File: config.mk
export PLATFORM = sky130hd
export DESIGN_NAME = asss_axis
export DESIGN_NICKNAME = d
export VERILOG_FILES = /design/src/asss_pkg.sv /design/src/asss_axis.sv /design/src/asss_unit_timer.sv
export SDC_FILE = /design/constraint.sdc
export NUM_CORES = 1
export LEC_CHECK = 0
export BUFFER_PORTS_ARGS = -buffer_cell sky130_fd_sc_hd__buf_2
export CAP_MARGIN = 20
export CORE_ASPECT_RATIO = 0.5
export CORE_MARGIN = 1
export CORE_UTILIZATION = 40
export DETAILED_ROUTE_END_ITERATION = 16
export GPL_TIMING_DRIVEN = 0
export PLACE_DENSITY_LB_ADDON = 0.15
export SETUP_SLACK_MARGIN = 0.05
export SYNTH_ARGS = -nofsm -noshare
export SYNTH_HDL_FRONTEND = slang
export SYNTH_SLANG_ARGS = --single-unit
File: constraint.sdc
create_clock -name aclk -period 3.1 [get_ports aclk]
set_clock_uncertainty 0.05 [all_clocks]
set_input_delay 0.31 -clock aclk [delete_from_list [all_inputs] [get_ports aclk]]
set_output_delay 0.31 -clock aclk [all_outputs]
set_load 0.05 [all_outputs]
File: src/asss_pkg.sv
// constants and carrier types for the axis settle and sync start block
`default_nettype none

package asss_pkg;

  // ************************************************************
  // register map
  // ************************************************************
  localparam logic [7:0] ASSS_OFS_VIB_TIMING = 8'h00;
  localparam logic [7:0] ASSS_OFS_OP_MODE = 8'h04;
  localparam logic [7:0] ASSS_OFS_ENV_TWO = 8'h08;
  localparam logic [7:0] ASSS_OFS_SYNC_CFG = 8'h0c;
  localparam logic [7:0] ASSS_OFS_EXT_STATUS = 8'h10;
  localparam logic [7:0] ASSS_OFS_IRQ_EN = 8'h14;
  localparam logic [7:0] ASSS_OFS_CAUSE = 8'h18;

  localparam logic [31:0] ASSS_RST_REG = 32'h0000_0000;

  // ************************************************************
  // field positions
  // ************************************************************
  localparam int ASSS_REV_LSB = 0;
  localparam int ASSS_FWD_LSB = 16;
  localparam int ASSS_DELAY_W = 16;
  localparam int ASSS_START_COND_LSB = 18;
  localparam int ASSS_STOP_MASK_LSB = 20;
  localparam int ASSS_AUTO_ASSIGN_BIT = 29;
  localparam int ASSS_SYNC_OUT_LSB = 16;
  localparam int ASSS_SYNC_IN_LSB = 20;
  localparam int ASSS_EVT_LSB = 4;
  localparam int ASSS_EVT_MSB = 12;
  localparam int ASSS_NUM_AXES = 4;

  // ************************************************************
  // codes
  // ************************************************************
  localparam logic [1:0] ASSS_COND_SYNC = 2'h2;
  localparam logic [1:0] ASSS_COND_STOP = 2'h3;
  localparam logic [3:0] ASSS_SRC_CMP_FIRST = 4'h1;
  localparam logic [3:0] ASSS_SRC_CMP_LAST = 4'h5;
  localparam logic [1:0] ASSS_SRC_PROFILE_HI = 2'h2;
  localparam logic [3:0] ASSS_ST_IDLE = 4'h0;
  localparam logic [3:0] ASSS_ST_RUN = 4'h1;
  localparam logic [3:0] ASSS_ST_WAIT_SYNC = 4'h3;
  localparam logic [3:0] ASSS_ST_WAIT_STOP = 4'h4;
  localparam logic [1:0] ASSS_RESP_OKAY = 2'h0;
  localparam logic [1:0] ASSS_RESP_SLVERR = 2'h2;

  // ************************************************************
  // timing
  // ************************************************************
  localparam int ASSS_UNIT_CLKS = 32;

  // ************************************************************
  // carriers
  // ************************************************************
  typedef struct packed {
    logic [4:0] cmp_hit;
    logic decel_end;
    logic decel_start;
    logic accel_end;
    logic accel_start;
  } asss_evt_t;

  typedef struct packed {
    logic pulse;
    logic dir_pos;
    logic active;
  } asss_extra_t;

endpackage : asss_pkg

`default_nettype wire

File: src/asss_axis.sv
// one axis: post-stop vibration restriction and synchronous start, AXI4-Lite registers
//
// Our own choices: the AXI4-Lite register port and the register addresses.
`default_nettype none

module asss_axis
  import asss_pkg::*;
#(
  parameter int AXIS_ID = 0
) (
  input wire logic aclk,
  input wire logic aresetn,
  // ************************************************************
  // AXI4-Lite slave
  // ************************************************************
  input wire logic [7:0] s_axi_awaddr,
  input wire logic s_axi_awvalid,
  output logic s_axi_awready,
  input wire logic [31:0] s_axi_wdata,
  input wire logic [3:0] s_axi_wstrb,
  input wire logic s_axi_wvalid,
  output logic s_axi_wready,
  output logic [1:0] s_axi_bresp,
  output logic s_axi_bvalid,
  input wire logic s_axi_bready,
  input wire logic [7:0] s_axi_araddr,
  input wire logic s_axi_arvalid,
  output logic s_axi_arready,
  output logic [31:0] s_axi_rdata,
  output logic [1:0] s_axi_rresp,
  output logic s_axi_rvalid,
  input wire logic s_axi_rready,
  // ************************************************************
  // axis pulse engine side
  // ************************************************************
  input wire logic start_cmd,
  input wire logic cmd_done,
  input wire logic feed_dir_pos,
  input wire asss_evt_t events,
  input wire logic [ASSS_NUM_AXES-1:0] axis_running,
  input wire logic [ASSS_NUM_AXES-1:0] axis_sync_in,
  output logic go_q,
  output asss_extra_t extra_q,
  output logic sync_out_q,
  output logic int_n_q
);

  // refused at elaboration, not at run time
  if (AXIS_ID < 0 || AXIS_ID >= ASSS_NUM_AXES) begin : g_bad_id
    $error("asss_axis: AXIS_ID out of range");
  end

  localparam int EW = ASSS_EVT_MSB - ASSS_EVT_LSB + 1;

  // ************************************************************
  // register storage
  // ************************************************************
  logic [31:0] vib_timing_q;
  logic [31:0] op_mode_q;
  logic [31:0] env_two_q;
  logic [31:0] sync_cfg_q;
  logic [31:0] irq_en_q;
  logic [EW-1:0] cause_q;
  logic [EW-1:0] cause_d;
  logic [3:0] op_status;

  function automatic logic [31:0] merge_bytes(input logic [31:0] old,
                                              input logic [31:0] data,
                                              input logic [3:0] strb);
    logic [31:0] res;
    res = old;
    for (int i = 0; i < 4; i++) begin
      if (strb[i]) begin
        res[i*8 +: 8] = data[i*8 +: 8];
      end
    end
    return res;
  endfunction : merge_bytes

  // ************************************************************
  // AXI4-Lite write channel
  // ************************************************************
  // address and data are taken together, so a lone channel waits
  wire aw_take = s_axi_awready && s_axi_awvalid;
  wire [7:0] waddr = {s_axi_awaddr[7:2], 2'b00};
  wire wr_vib = aw_take && (waddr == ASSS_OFS_VIB_TIMING);
  wire wr_mode = aw_take && (waddr == ASSS_OFS_OP_MODE);
  wire wr_env = aw_take && (waddr == ASSS_OFS_ENV_TWO);
  wire wr_sync = aw_take && (waddr == ASSS_OFS_SYNC_CFG);
  wire wr_irq = aw_take && (waddr == ASSS_OFS_IRQ_EN);
  wire wr_cause = aw_take && (waddr == ASSS_OFS_CAUSE);
  wire wr_status = aw_take && (waddr == ASSS_OFS_EXT_STATUS);
  wire wr_hit = wr_vib | wr_mode | wr_env | wr_sync | wr_irq | wr_cause | wr_status;
  wire [31:0] wmask = merge_bytes(32'h0000_0000, 32'hffff_ffff, s_axi_wstrb);

  always_ff @(posedge aclk) begin
    if (!aresetn) begin
      s_axi_awready <= 1'b0;
      s_axi_wready <= 1'b0;
      s_axi_bvalid <= 1'b0;
      s_axi_bresp <= ASSS_RESP_OKAY;
    end else begin
      s_axi_awready <= !s_axi_awready && !s_axi_bvalid && s_axi_awvalid && s_axi_wvalid;
      s_axi_wready <= !s_axi_awready && !s_axi_bvalid && s_axi_awvalid && s_axi_wvalid;
      if (aw_take) begin
        s_axi_bvalid <= 1'b1;
        s_axi_bresp <= wr_hit ? ASSS_RESP_OKAY : ASSS_RESP_SLVERR;
      end else if (s_axi_bready) begin
        s_axi_bvalid <= 1'b0;
      end
    end
  end

  always_ff @(posedge aclk) begin
    if (!aresetn) begin
      vib_timing_q <= ASSS_RST_REG;
      op_mode_q <= ASSS_RST_REG;
      env_two_q <= ASSS_RST_REG;
      sync_cfg_q <= ASSS_RST_REG;
      irq_en_q <= ASSS_RST_REG;
    end else begin
      if (wr_vib) begin
        vib_timing_q <= merge_bytes(vib_timing_q, s_axi_wdata, s_axi_wstrb);
      end
      if (wr_mode) begin
        op_mode_q <= merge_bytes(op_mode_q, s_axi_wdata, s_axi_wstrb);
      end
      if (wr_env) begin
        env_two_q <= merge_bytes(env_two_q, s_axi_wdata, s_axi_wstrb);
      end
      if (wr_sync) begin
        sync_cfg_q <= merge_bytes(sync_cfg_q, s_axi_wdata, s_axi_wstrb);
      end
      if (wr_irq) begin
        irq_en_q <= merge_bytes(irq_en_q, s_axi_wdata, s_axi_wstrb);
      end
    end
  end

  // ************************************************************
  // AXI4-Lite read channel
  // ************************************************************
  wire ar_take = s_axi_arready && s_axi_arvalid;
  wire [7:0] raddr = {s_axi_araddr[7:2], 2'b00};
  wire rd_status = (raddr == ASSS_OFS_EXT_STATUS);
  wire rd_cause = (raddr == ASSS_OFS_CAUSE);
  wire rd_wo = (raddr == ASSS_OFS_VIB_TIMING) || (raddr == ASSS_OFS_OP_MODE) ||
               (raddr == ASSS_OFS_ENV_TWO) || (raddr == ASSS_OFS_SYNC_CFG) ||
               (raddr == ASSS_OFS_IRQ_EN);
  wire [31:0] cause_word = 32'(cause_q) << ASSS_EVT_LSB;
  // setting registers are write only and read back as zero
  wire [31:0] rd_word = rd_status ? {28'h000_0000, op_status} :
                        rd_cause ? cause_word : 32'h0000_0000;

  always_ff @(posedge aclk) begin
    if (!aresetn) begin
      s_axi_arready <= 1'b0;
      s_axi_rvalid <= 1'b0;
      s_axi_rdata <= 32'h0000_0000;
      s_axi_rresp <= ASSS_RESP_OKAY;
    end else begin
      s_axi_arready <= !s_axi_arready && !s_axi_rvalid && s_axi_arvalid;
      if (ar_take) begin
        s_axi_rvalid <= 1'b1;
        s_axi_rdata <= rd_word;
        s_axi_rresp <= (rd_status || rd_cause || rd_wo) ? ASSS_RESP_OKAY : ASSS_RESP_SLVERR;
      end else if (s_axi_rready) begin
        s_axi_rvalid <= 1'b0;
      end
    end
  end

  // ************************************************************
  // vibration restriction
  // ************************************************************
  typedef enum logic [1:0] {VIB_IDLE, VIB_REV_WAIT, VIB_FWD_WAIT} asss_vib_state_t;
  asss_vib_state_t vib_q;
  asss_vib_state_t vib_d;

  wire [ASSS_DELAY_W-1:0] rev_delay = vib_timing_q[ASSS_REV_LSB +: ASSS_DELAY_W];
  wire [ASSS_DELAY_W-1:0] fwd_delay = vib_timing_q[ASSS_FWD_LSB +: ASSS_DELAY_W];
  wire vib_enabled = (rev_delay != '0) && (fwd_delay != '0);
  wire vib_begin = (vib_q == VIB_IDLE) && cmd_done && vib_enabled;
  logic tmr_done;
  wire rev_fire = (vib_q == VIB_REV_WAIT) && tmr_done;
  wire fwd_fire = (vib_q == VIB_FWD_WAIT) && tmr_done;
  // reverse pulse restarts the timer with the forward delay
  wire tmr_start = vib_begin || rev_fire;
  wire [ASSS_DELAY_W-1:0] tmr_units = vib_begin ? rev_delay : fwd_delay;
  logic feed_pos_q;

  asss_unit_timer #(
    .W(ASSS_DELAY_W),
    .UNIT(ASSS_UNIT_CLKS)
  ) u_timer (
    .aclk(aclk),
    .aresetn(aresetn),
    .start(tmr_start),
    .units(tmr_units),
    .done_q(tmr_done)
  );

  always_comb begin
    vib_d = vib_q;
    unique case (vib_q)
      VIB_IDLE: begin
        if (vib_begin) begin
          vib_d = VIB_REV_WAIT;
        end
      end
      VIB_REV_WAIT: begin
        if (rev_fire) begin
          vib_d = VIB_FWD_WAIT;
        end
      end
      VIB_FWD_WAIT: begin
        if (fwd_fire) begin
          vib_d = VIB_IDLE;
        end
      end
    endcase
  end

  // direction of the finished command is latched so the pair mirrors it
  always_ff @(posedge aclk) begin
    if (!aresetn) begin
      vib_q <= VIB_IDLE;
      feed_pos_q <= 1'b1;
      extra_q <= '0;
    end else begin
      vib_q <= vib_d;
      if (vib_begin) begin
        feed_pos_q <= feed_dir_pos;
      end
      extra_q.pulse <= rev_fire || fwd_fire;
      if (rev_fire) begin
        extra_q.dir_pos <= !feed_pos_q;
      end else if (fwd_fire) begin
        extra_q.dir_pos <= feed_pos_q;
      end
      extra_q.active <= (vib_d != VIB_IDLE);
    end
  end

  // ************************************************************
  // synchronous start
  // ************************************************************
  typedef enum logic [1:0] {SY_IDLE, SY_WAIT_SYNC, SY_WAIT_STOP} asss_sync_state_t;
  asss_sync_state_t sy_q;
  asss_sync_state_t sy_d;

  wire [1:0] start_cond = op_mode_q[ASSS_START_COND_LSB +: 2];
  wire [ASSS_NUM_AXES-1:0] stop_mask_raw = op_mode_q[ASSS_STOP_MASK_LSB +: ASSS_NUM_AXES];
  wire auto_assign = env_two_q[ASSS_AUTO_ASSIGN_BIT];
  wire [ASSS_NUM_AXES-1:0] own_bit = ASSS_NUM_AXES'(1) << AXIS_ID;
  // legacy mode never watches its own axis
  wire [ASSS_NUM_AXES-1:0] stop_mask =
      auto_assign ? stop_mask_raw : (stop_mask_raw & ~own_bit);
  wire [1:0] sync_in_sel = sync_cfg_q[ASSS_SYNC_IN_LSB +: 2];
  wire sync_in_hit = axis_sync_in[sync_in_sel];

  logic [ASSS_NUM_AXES-1:0] run_prev_q;
  logic [ASSS_NUM_AXES-1:0] seen_stop_q;
  wire [ASSS_NUM_AXES-1:0] fell = run_prev_q & ~axis_running;
  wire [ASSS_NUM_AXES-1:0] seen_now = seen_stop_q | fell;
  wire all_stopped = ((stop_mask & ~axis_running) == stop_mask);
  // legacy needs a fresh running-to-stopped change, else stale stops would count
  wire legacy_ok = all_stopped && |(stop_mask & seen_now);
  wire auto_ok = all_stopped && (stop_mask != '0);
  wire stop_ok = auto_assign ? auto_ok : legacy_ok;
  wire go_now = ((sy_q == SY_WAIT_SYNC) && sync_in_hit) ||
                ((sy_q == SY_WAIT_STOP) && stop_ok) ||
                ((sy_q == SY_IDLE) && start_cmd &&
                 (start_cond != ASSS_COND_SYNC) && (start_cond != ASSS_COND_STOP));

  always_comb begin
    sy_d = sy_q;
    unique case (sy_q)
      SY_IDLE: begin
        if (start_cmd && (start_cond == ASSS_COND_SYNC)) begin
          sy_d = SY_WAIT_SYNC;
        end else if (start_cmd && (start_cond == ASSS_COND_STOP)) begin
          sy_d = SY_WAIT_STOP;
        end
      end
      SY_WAIT_SYNC: begin
        if (sync_in_hit) begin
          sy_d = SY_IDLE;
        end
      end
      SY_WAIT_STOP: begin
        if (stop_ok) begin
          sy_d = SY_IDLE;
        end
      end
    endcase
  end

  always_ff @(posedge aclk) begin
    if (!aresetn) begin
      sy_q <= SY_IDLE;
      run_prev_q <= '0;
      seen_stop_q <= '0;
      go_q <= 1'b0;
    end else begin
      sy_q <= sy_d;
      run_prev_q <= axis_running;
      seen_stop_q <= (sy_q == SY_WAIT_STOP) ? seen_now : '0;
      go_q <= go_now;
    end
  end

  // waiting codes leave as soon as the condition has been met
  assign op_status = (sy_q == SY_WAIT_SYNC) ? ASSS_ST_WAIT_SYNC :
                     (sy_q == SY_WAIT_STOP) ? ASSS_ST_WAIT_STOP :
                     axis_running[AXIS_ID] ? ASSS_ST_RUN : ASSS_ST_IDLE;

  // ************************************************************
  // internal sync output and event interrupt
  // ************************************************************
  wire [3:0] sync_src = sync_cfg_q[ASSS_SYNC_OUT_LSB +: 4];
  wire [3:0] profile = {events.decel_end, events.decel_start, events.accel_end,
                        events.accel_start};
  wire src_is_cmp = (sync_src >= ASSS_SRC_CMP_FIRST) && (sync_src <= ASSS_SRC_CMP_LAST);
  wire src_is_prof = (sync_src[3:2] == ASSS_SRC_PROFILE_HI);
  wire [2:0] cmp_idx = 3'(sync_src - ASSS_SRC_CMP_FIRST);
  wire sync_hit = src_is_cmp ? events.cmp_hit[cmp_idx] :
                  src_is_prof ? profile[sync_src[1:0]] :
                  1'b0;

  // cause bits 4..12 line up with the enable bits
  wire [EW-1:0] evt_vec = {events.cmp_hit, profile};
  wire [EW-1:0] irq_en = irq_en_q[ASSS_EVT_MSB:ASSS_EVT_LSB];
  wire [EW-1:0] cause_set = evt_vec & irq_en;
  wire [EW-1:0] cause_clr = wr_cause ? (s_axi_wdata[ASSS_EVT_MSB:ASSS_EVT_LSB] &
                                        wmask[ASSS_EVT_MSB:ASSS_EVT_LSB]) : '0;
  // new event beats a simultaneous write-one-to-clear
  assign cause_d = (cause_q & ~cause_clr) | cause_set;

  always_ff @(posedge aclk) begin
    if (!aresetn) begin
      cause_q <= '0;
      sync_out_q <= 1'b0;
      int_n_q <= 1'b1;
    end else begin
      cause_q <= cause_d;
      sync_out_q <= sync_hit;
      int_n_q <= !(|(cause_d & irq_en));
    end
  end

endmodule : asss_axis

`default_nettype wire

File: src/asss_unit_timer.sv
// delay timer counting in units of a fixed number of clock cycles
`default_nettype none

module asss_unit_timer
  import asss_pkg::*;
#(
  parameter int W = ASSS_DELAY_W,
  parameter int UNIT = ASSS_UNIT_CLKS
) (
  input wire logic aclk,
  input wire logic aresetn,
  input wire logic start,
  input wire logic [W-1:0] units,
  output logic done_q
);

  localparam int PW = (UNIT > 1) ? $clog2(UNIT) : 1;
  localparam logic [PW-1:0] PRE_LAST = PW'(UNIT - 1);

  // refused at elaboration, not at run time
  if (W < 1 || UNIT < 2) begin : g_bad_cfg
    $error("asss_unit_timer: unsupported width or unit");
  end

  logic busy_q;
  logic [PW-1:0] pre_q;
  logic [W-1:0] cnt_q;
  wire unit_tick = busy_q && (pre_q == PRE_LAST);
  wire last_unit = (cnt_q == W'(1));

  // units of zero are started by the owner only if the forward delay is cleared during the reverse wait
  always_ff @(posedge aclk) begin
    if (!aresetn) begin
      busy_q <= 1'b0;
      pre_q <= '0;
      cnt_q <= '0;
      done_q <= 1'b0;
    end else begin
      done_q <= unit_tick && last_unit;
      if (start) begin
        busy_q <= 1'b1;
        pre_q <= '0;
        cnt_q <= units;
      end else if (busy_q) begin
        pre_q <= unit_tick ? '0 : pre_q + PW'(1);
        if (unit_tick) begin
          cnt_q <= cnt_q - W'(1);
          busy_q <= !last_unit;
        end
      end
    end
  end

endmodule : asss_unit_timer

`default_nettype wire

==> out/results.ini <==
[outcome]
status=complete, no violations

[logic_synthesis]
post_synth.cell_area_avg_sq_um=8.22
synth.top_cells.by_area=sky130_fd_sc_hd__dfxtp_1 41%, sky130_fd_sc_hd__nand2_1 6.0%, sky130_fd_sc_hd__a21oi_1 5.7%, sky130_fd_sc_hd__nor2_1 4.9%, sky130_fd_sc_hd__mux2i_1 4.6%
synth_largest_area_cell=sky130_fd_sc_hd__dfxtp_1
yosys_register_bits=121
postSynthCellCount=720
yosysSeqAreaShare=0.409
synth-edff-count=0
dominantRegCellSynth=sky130_fd_sc_hd__dfxtp_1
yosys_warnings=0
post_synth_num_cell_types=66
ys_async_sr_fraction=0
yosysTopAreaCellShare=0.409
syn_area_sq_mm=0.00592

[die]
effective_utilization_at_floorplan=0.423
dieHeight_um=88.0
pin_count=126
die_w_um=174
floorplan.die_area_sq_mm=0.0153
fp.coreArea_sq_mm=0.0140
rows=30

[worst_setup_path]
timing_worst_setup_path_type=flop to flop
crit_path_start_kind=flop
worst_ep_arrival_time_ps=2790
cp_data_required_time_ps=3400
timing.critical_path.fanout_max=7
critPathCaptureType=flop

[timing]
tightest_slew_ps=902
timing_max_transition_violations_final=0
final-setup-viol-count=0
grt_setup_unrepaired=false
finalHoldViolCount=0
period_share=0.803
max_freq_ghz=0.402
finalWorstPathRequiredPeriod_ps=2490
slew_hr=0.394
tns_ps=0

[placement]
finalWeightedCongestion=0.915
dp.final_hpwl_um=13000
port_buffers=95
place_area_sq_mm=0.00672

[global_route]
grt_start_max_net_pins=17
grt_pass1_vias=5276
gr-total-overflow=0
grt_usage=0.235
first_pass_grt_wire_length_um=27600
grt_antenna_before_repair=0

[power]
power.ir.vdd_worst_mv=0.292
p_leak_uw=0.00292
power_per_cell_area_mw_per_mm2=525

[cts]
post_cts.repair.setup_buffers=0
tritoncts.num_buffers=17
clock_sinks=121
cts_resized=0
h-tree-depth=4
cts-root-buf=sky130_fd_sc_hd__clkbuf_16
cts_tree=yes
insertion_delay_ps=420
cts_max_path_buffers=2
path_clk_slew_ps=60
postCtsHoldBufs=0

[detailed_routing]
viasPerCell=5.33
antenna_violating_nets_left=0
detail_route.wirelength_um=17300
vias=5646
drtPass1Iterations=5
drt-initial-drc-count=465
detail_route.wl_per_cell_um=16.3
drc=0

[layout]
nets=947
n_antenna_cell=0
post-route-cell-area_sq_mm=0.00731
final_common_cell=sky130_fd_sc_hd__dfxtp_1
final_cell_mix=121 x sky130_fd_sc_hd__dfxtp_1, 104 x sky130_fd_sc_hd__buf_2, 95 x sky130_fd_sc_hd__nand2_1, 77 x sky130_fd_sc_hd__nor2_1, 67 x sky130_fd_sc_hd__a21oi_1
syn_to_final_growth_pct=23.5
post_route_cells_drive_above_1_share=0.203

[hold_path]
hold_path_class=primary input to flop

[run]
max_cap_violations=0

## sequential cells by signal (all words and copies together) (netlist names), 3 cells and up
signal / flops
irq_en_q: 9
s_axi_rdata: 12
cause_q: 9
op_mode_q: 6
u_timer.cnt_q: 16
vib_timing_q: 32
sync_cfg_q: 6
extra_q: 3
run_prev_q: 3
u_timer.pre_q: 5
seen_stop_q: 3
## worst paths after layout
| path | from | endpoint | slack, ps | cells past startpoint |
|---|---|---|---|---|
| hold / removal | feed_dir_pos | feed_pos_q$_SDFFE_PN1N_ | 70 | 3 |
| setup reg to reg | u_timer.pre_q[0]$_SDFFE_PP0P_ | u_timer.cnt_q[15]$_SDFFE_PN0P_ | 610 | 8 |
| setup / recovery | u_timer.pre_q[0]$_SDFFE_PP0P_ | u_timer.cnt_q[15]$_SDFFE_PN0P_ | 610 | 8 |
| hold reg to reg | s_axi_rdata[2]$_SDFFE_PN0P_ | s_axi_rdata[2]$_SDFFE_PN0P_ | 410 | 2 |
## power breakdown
| part | switching [uW] | internal (uW) | total, uW |
|---|---|---|---|
| Sequential | 6.05 | 1560 | 1570 |
| Clock | 765 | 1230 | 2000 |
| Combinational | 188 | 85.5 | 274 |
| Total | 960 | 2880 | 3840 |
## metal layers
metal	track usage	routed length, um
met2	0.369	7640
met1	0.315	8140
met4	0.0861	243
met5	0	0
met3	0.0586	1310
## stage by stage
stage	instances	hold WS (ps)	util	worst slack (ps)	power, uW
after floorplan	741	382	-	926	1770
after global placement	1028	379	0.480	660	1880
after global routing	1060	69.1	0.522	467	3970
after CTS	1060	62.0	0.522	599	3870
after detailed placement	1028	385	0.480	614	1880
final	1060	68.2	0.522	610	3840
## cell type report
class / count / area, sq um
inverter: 21 / 78.8
timing repair buffer: 95 / 475
sequential: 121 / 2420
clock inverter: 13 / 146
buffer: 59 / 319
multi-input combinational: 540 / 3180
clock buffer: 19 / 453
fill: 1359 / 6690
tap: 192 / 240
## cell families after synthesis
group / share of synthesized area
AO/OA/AOI/OAI: 0.176
XOR/XNOR: 0.0118
adder cells (fa/ha/maj): 0.0275
buffers and inverters: 0.0672
flip-flops: 0.409
multiplexers: 0.0552
other: 0.000633
AND/OR/NAND/NOR: 0.252
## cell usage after synthesis (3+ instances only)
| library cell | number |
|---|---|
| sky130_fd_sc_hd__ha_1 | 13 |
| sky130_fd_sc_hd__dfxtp_1 | 121 |
| sky130_fd_sc_hd__and2_1 | 7 |
| sky130_fd_sc_hd__nor3_1 | 7 |
| sky130_fd_sc_hd__a311o_1 | 3 |
| sky130_fd_sc_hd__or3_1 | 5 |
| sky130_fd_sc_hd__a31oi_1 | 9 |
| sky130_fd_sc_hd__mux2i_1 | 27 |
| sky130_fd_sc_hd__a22oi_1 | 15 |
| sky130_fd_sc_hd__nor2b_1 | 10 |
| sky130_fd_sc_hd__a41o_1 | 3 |
| sky130_fd_sc_hd__nor4_1 | 11 |
| sky130_fd_sc_hd__or4_1 | 3 |
| sky130_fd_sc_hd__and3_1 | 6 |
| sky130_fd_sc_hd__a21boi_0 | 3 |
| sky130_fd_sc_hd__a211o_1 | 6 |
| sky130_fd_sc_hd__clkbuf_1 | 26 |
| sky130_fd_sc_hd__buf_4 | 23 |
| sky130_fd_sc_hd__nand2b_1 | 7 |
| sky130_fd_sc_hd__xor2_1 | 7 |
| sky130_fd_sc_hd__nand4_1 | 6 |
| sky130_fd_sc_hd__buf_2 | 9 |
| sky130_fd_sc_hd__nor2_1 | 77 |
| sky130_fd_sc_hd__o21ai_0 | 27 |
| sky130_fd_sc_hd__nand4b_1 | 4 |
| sky130_fd_sc_hd__inv_1 | 21 |
| sky130_fd_sc_hd__o21ba_2 | 3 |
| sky130_fd_sc_hd__a21oi_1 | 67 |
| sky130_fd_sc_hd__nand2_1 | 95 |
| sky130_fd_sc_hd__nand3_1 | 48 |
## worst max-delay path: stages, from the launching register on
cell and delay, ps:
sky130_fd_sc_hd__dfxtp_1 370, sky130_fd_sc_hd__ha_1 200, sky130_fd_sc_hd__and3_1 170, sky130_fd_sc_hd__ha_1 280
sky130_fd_sc_hd__and2_1 260, sky130_fd_sc_hd__nand3_2 140, sky130_fd_sc_hd__or4_1 500, sky130_fd_sc_hd__a311o_1 350
sky130_fd_sc_hd__a21oi_2 110
(Power assumes the default switching activity.)
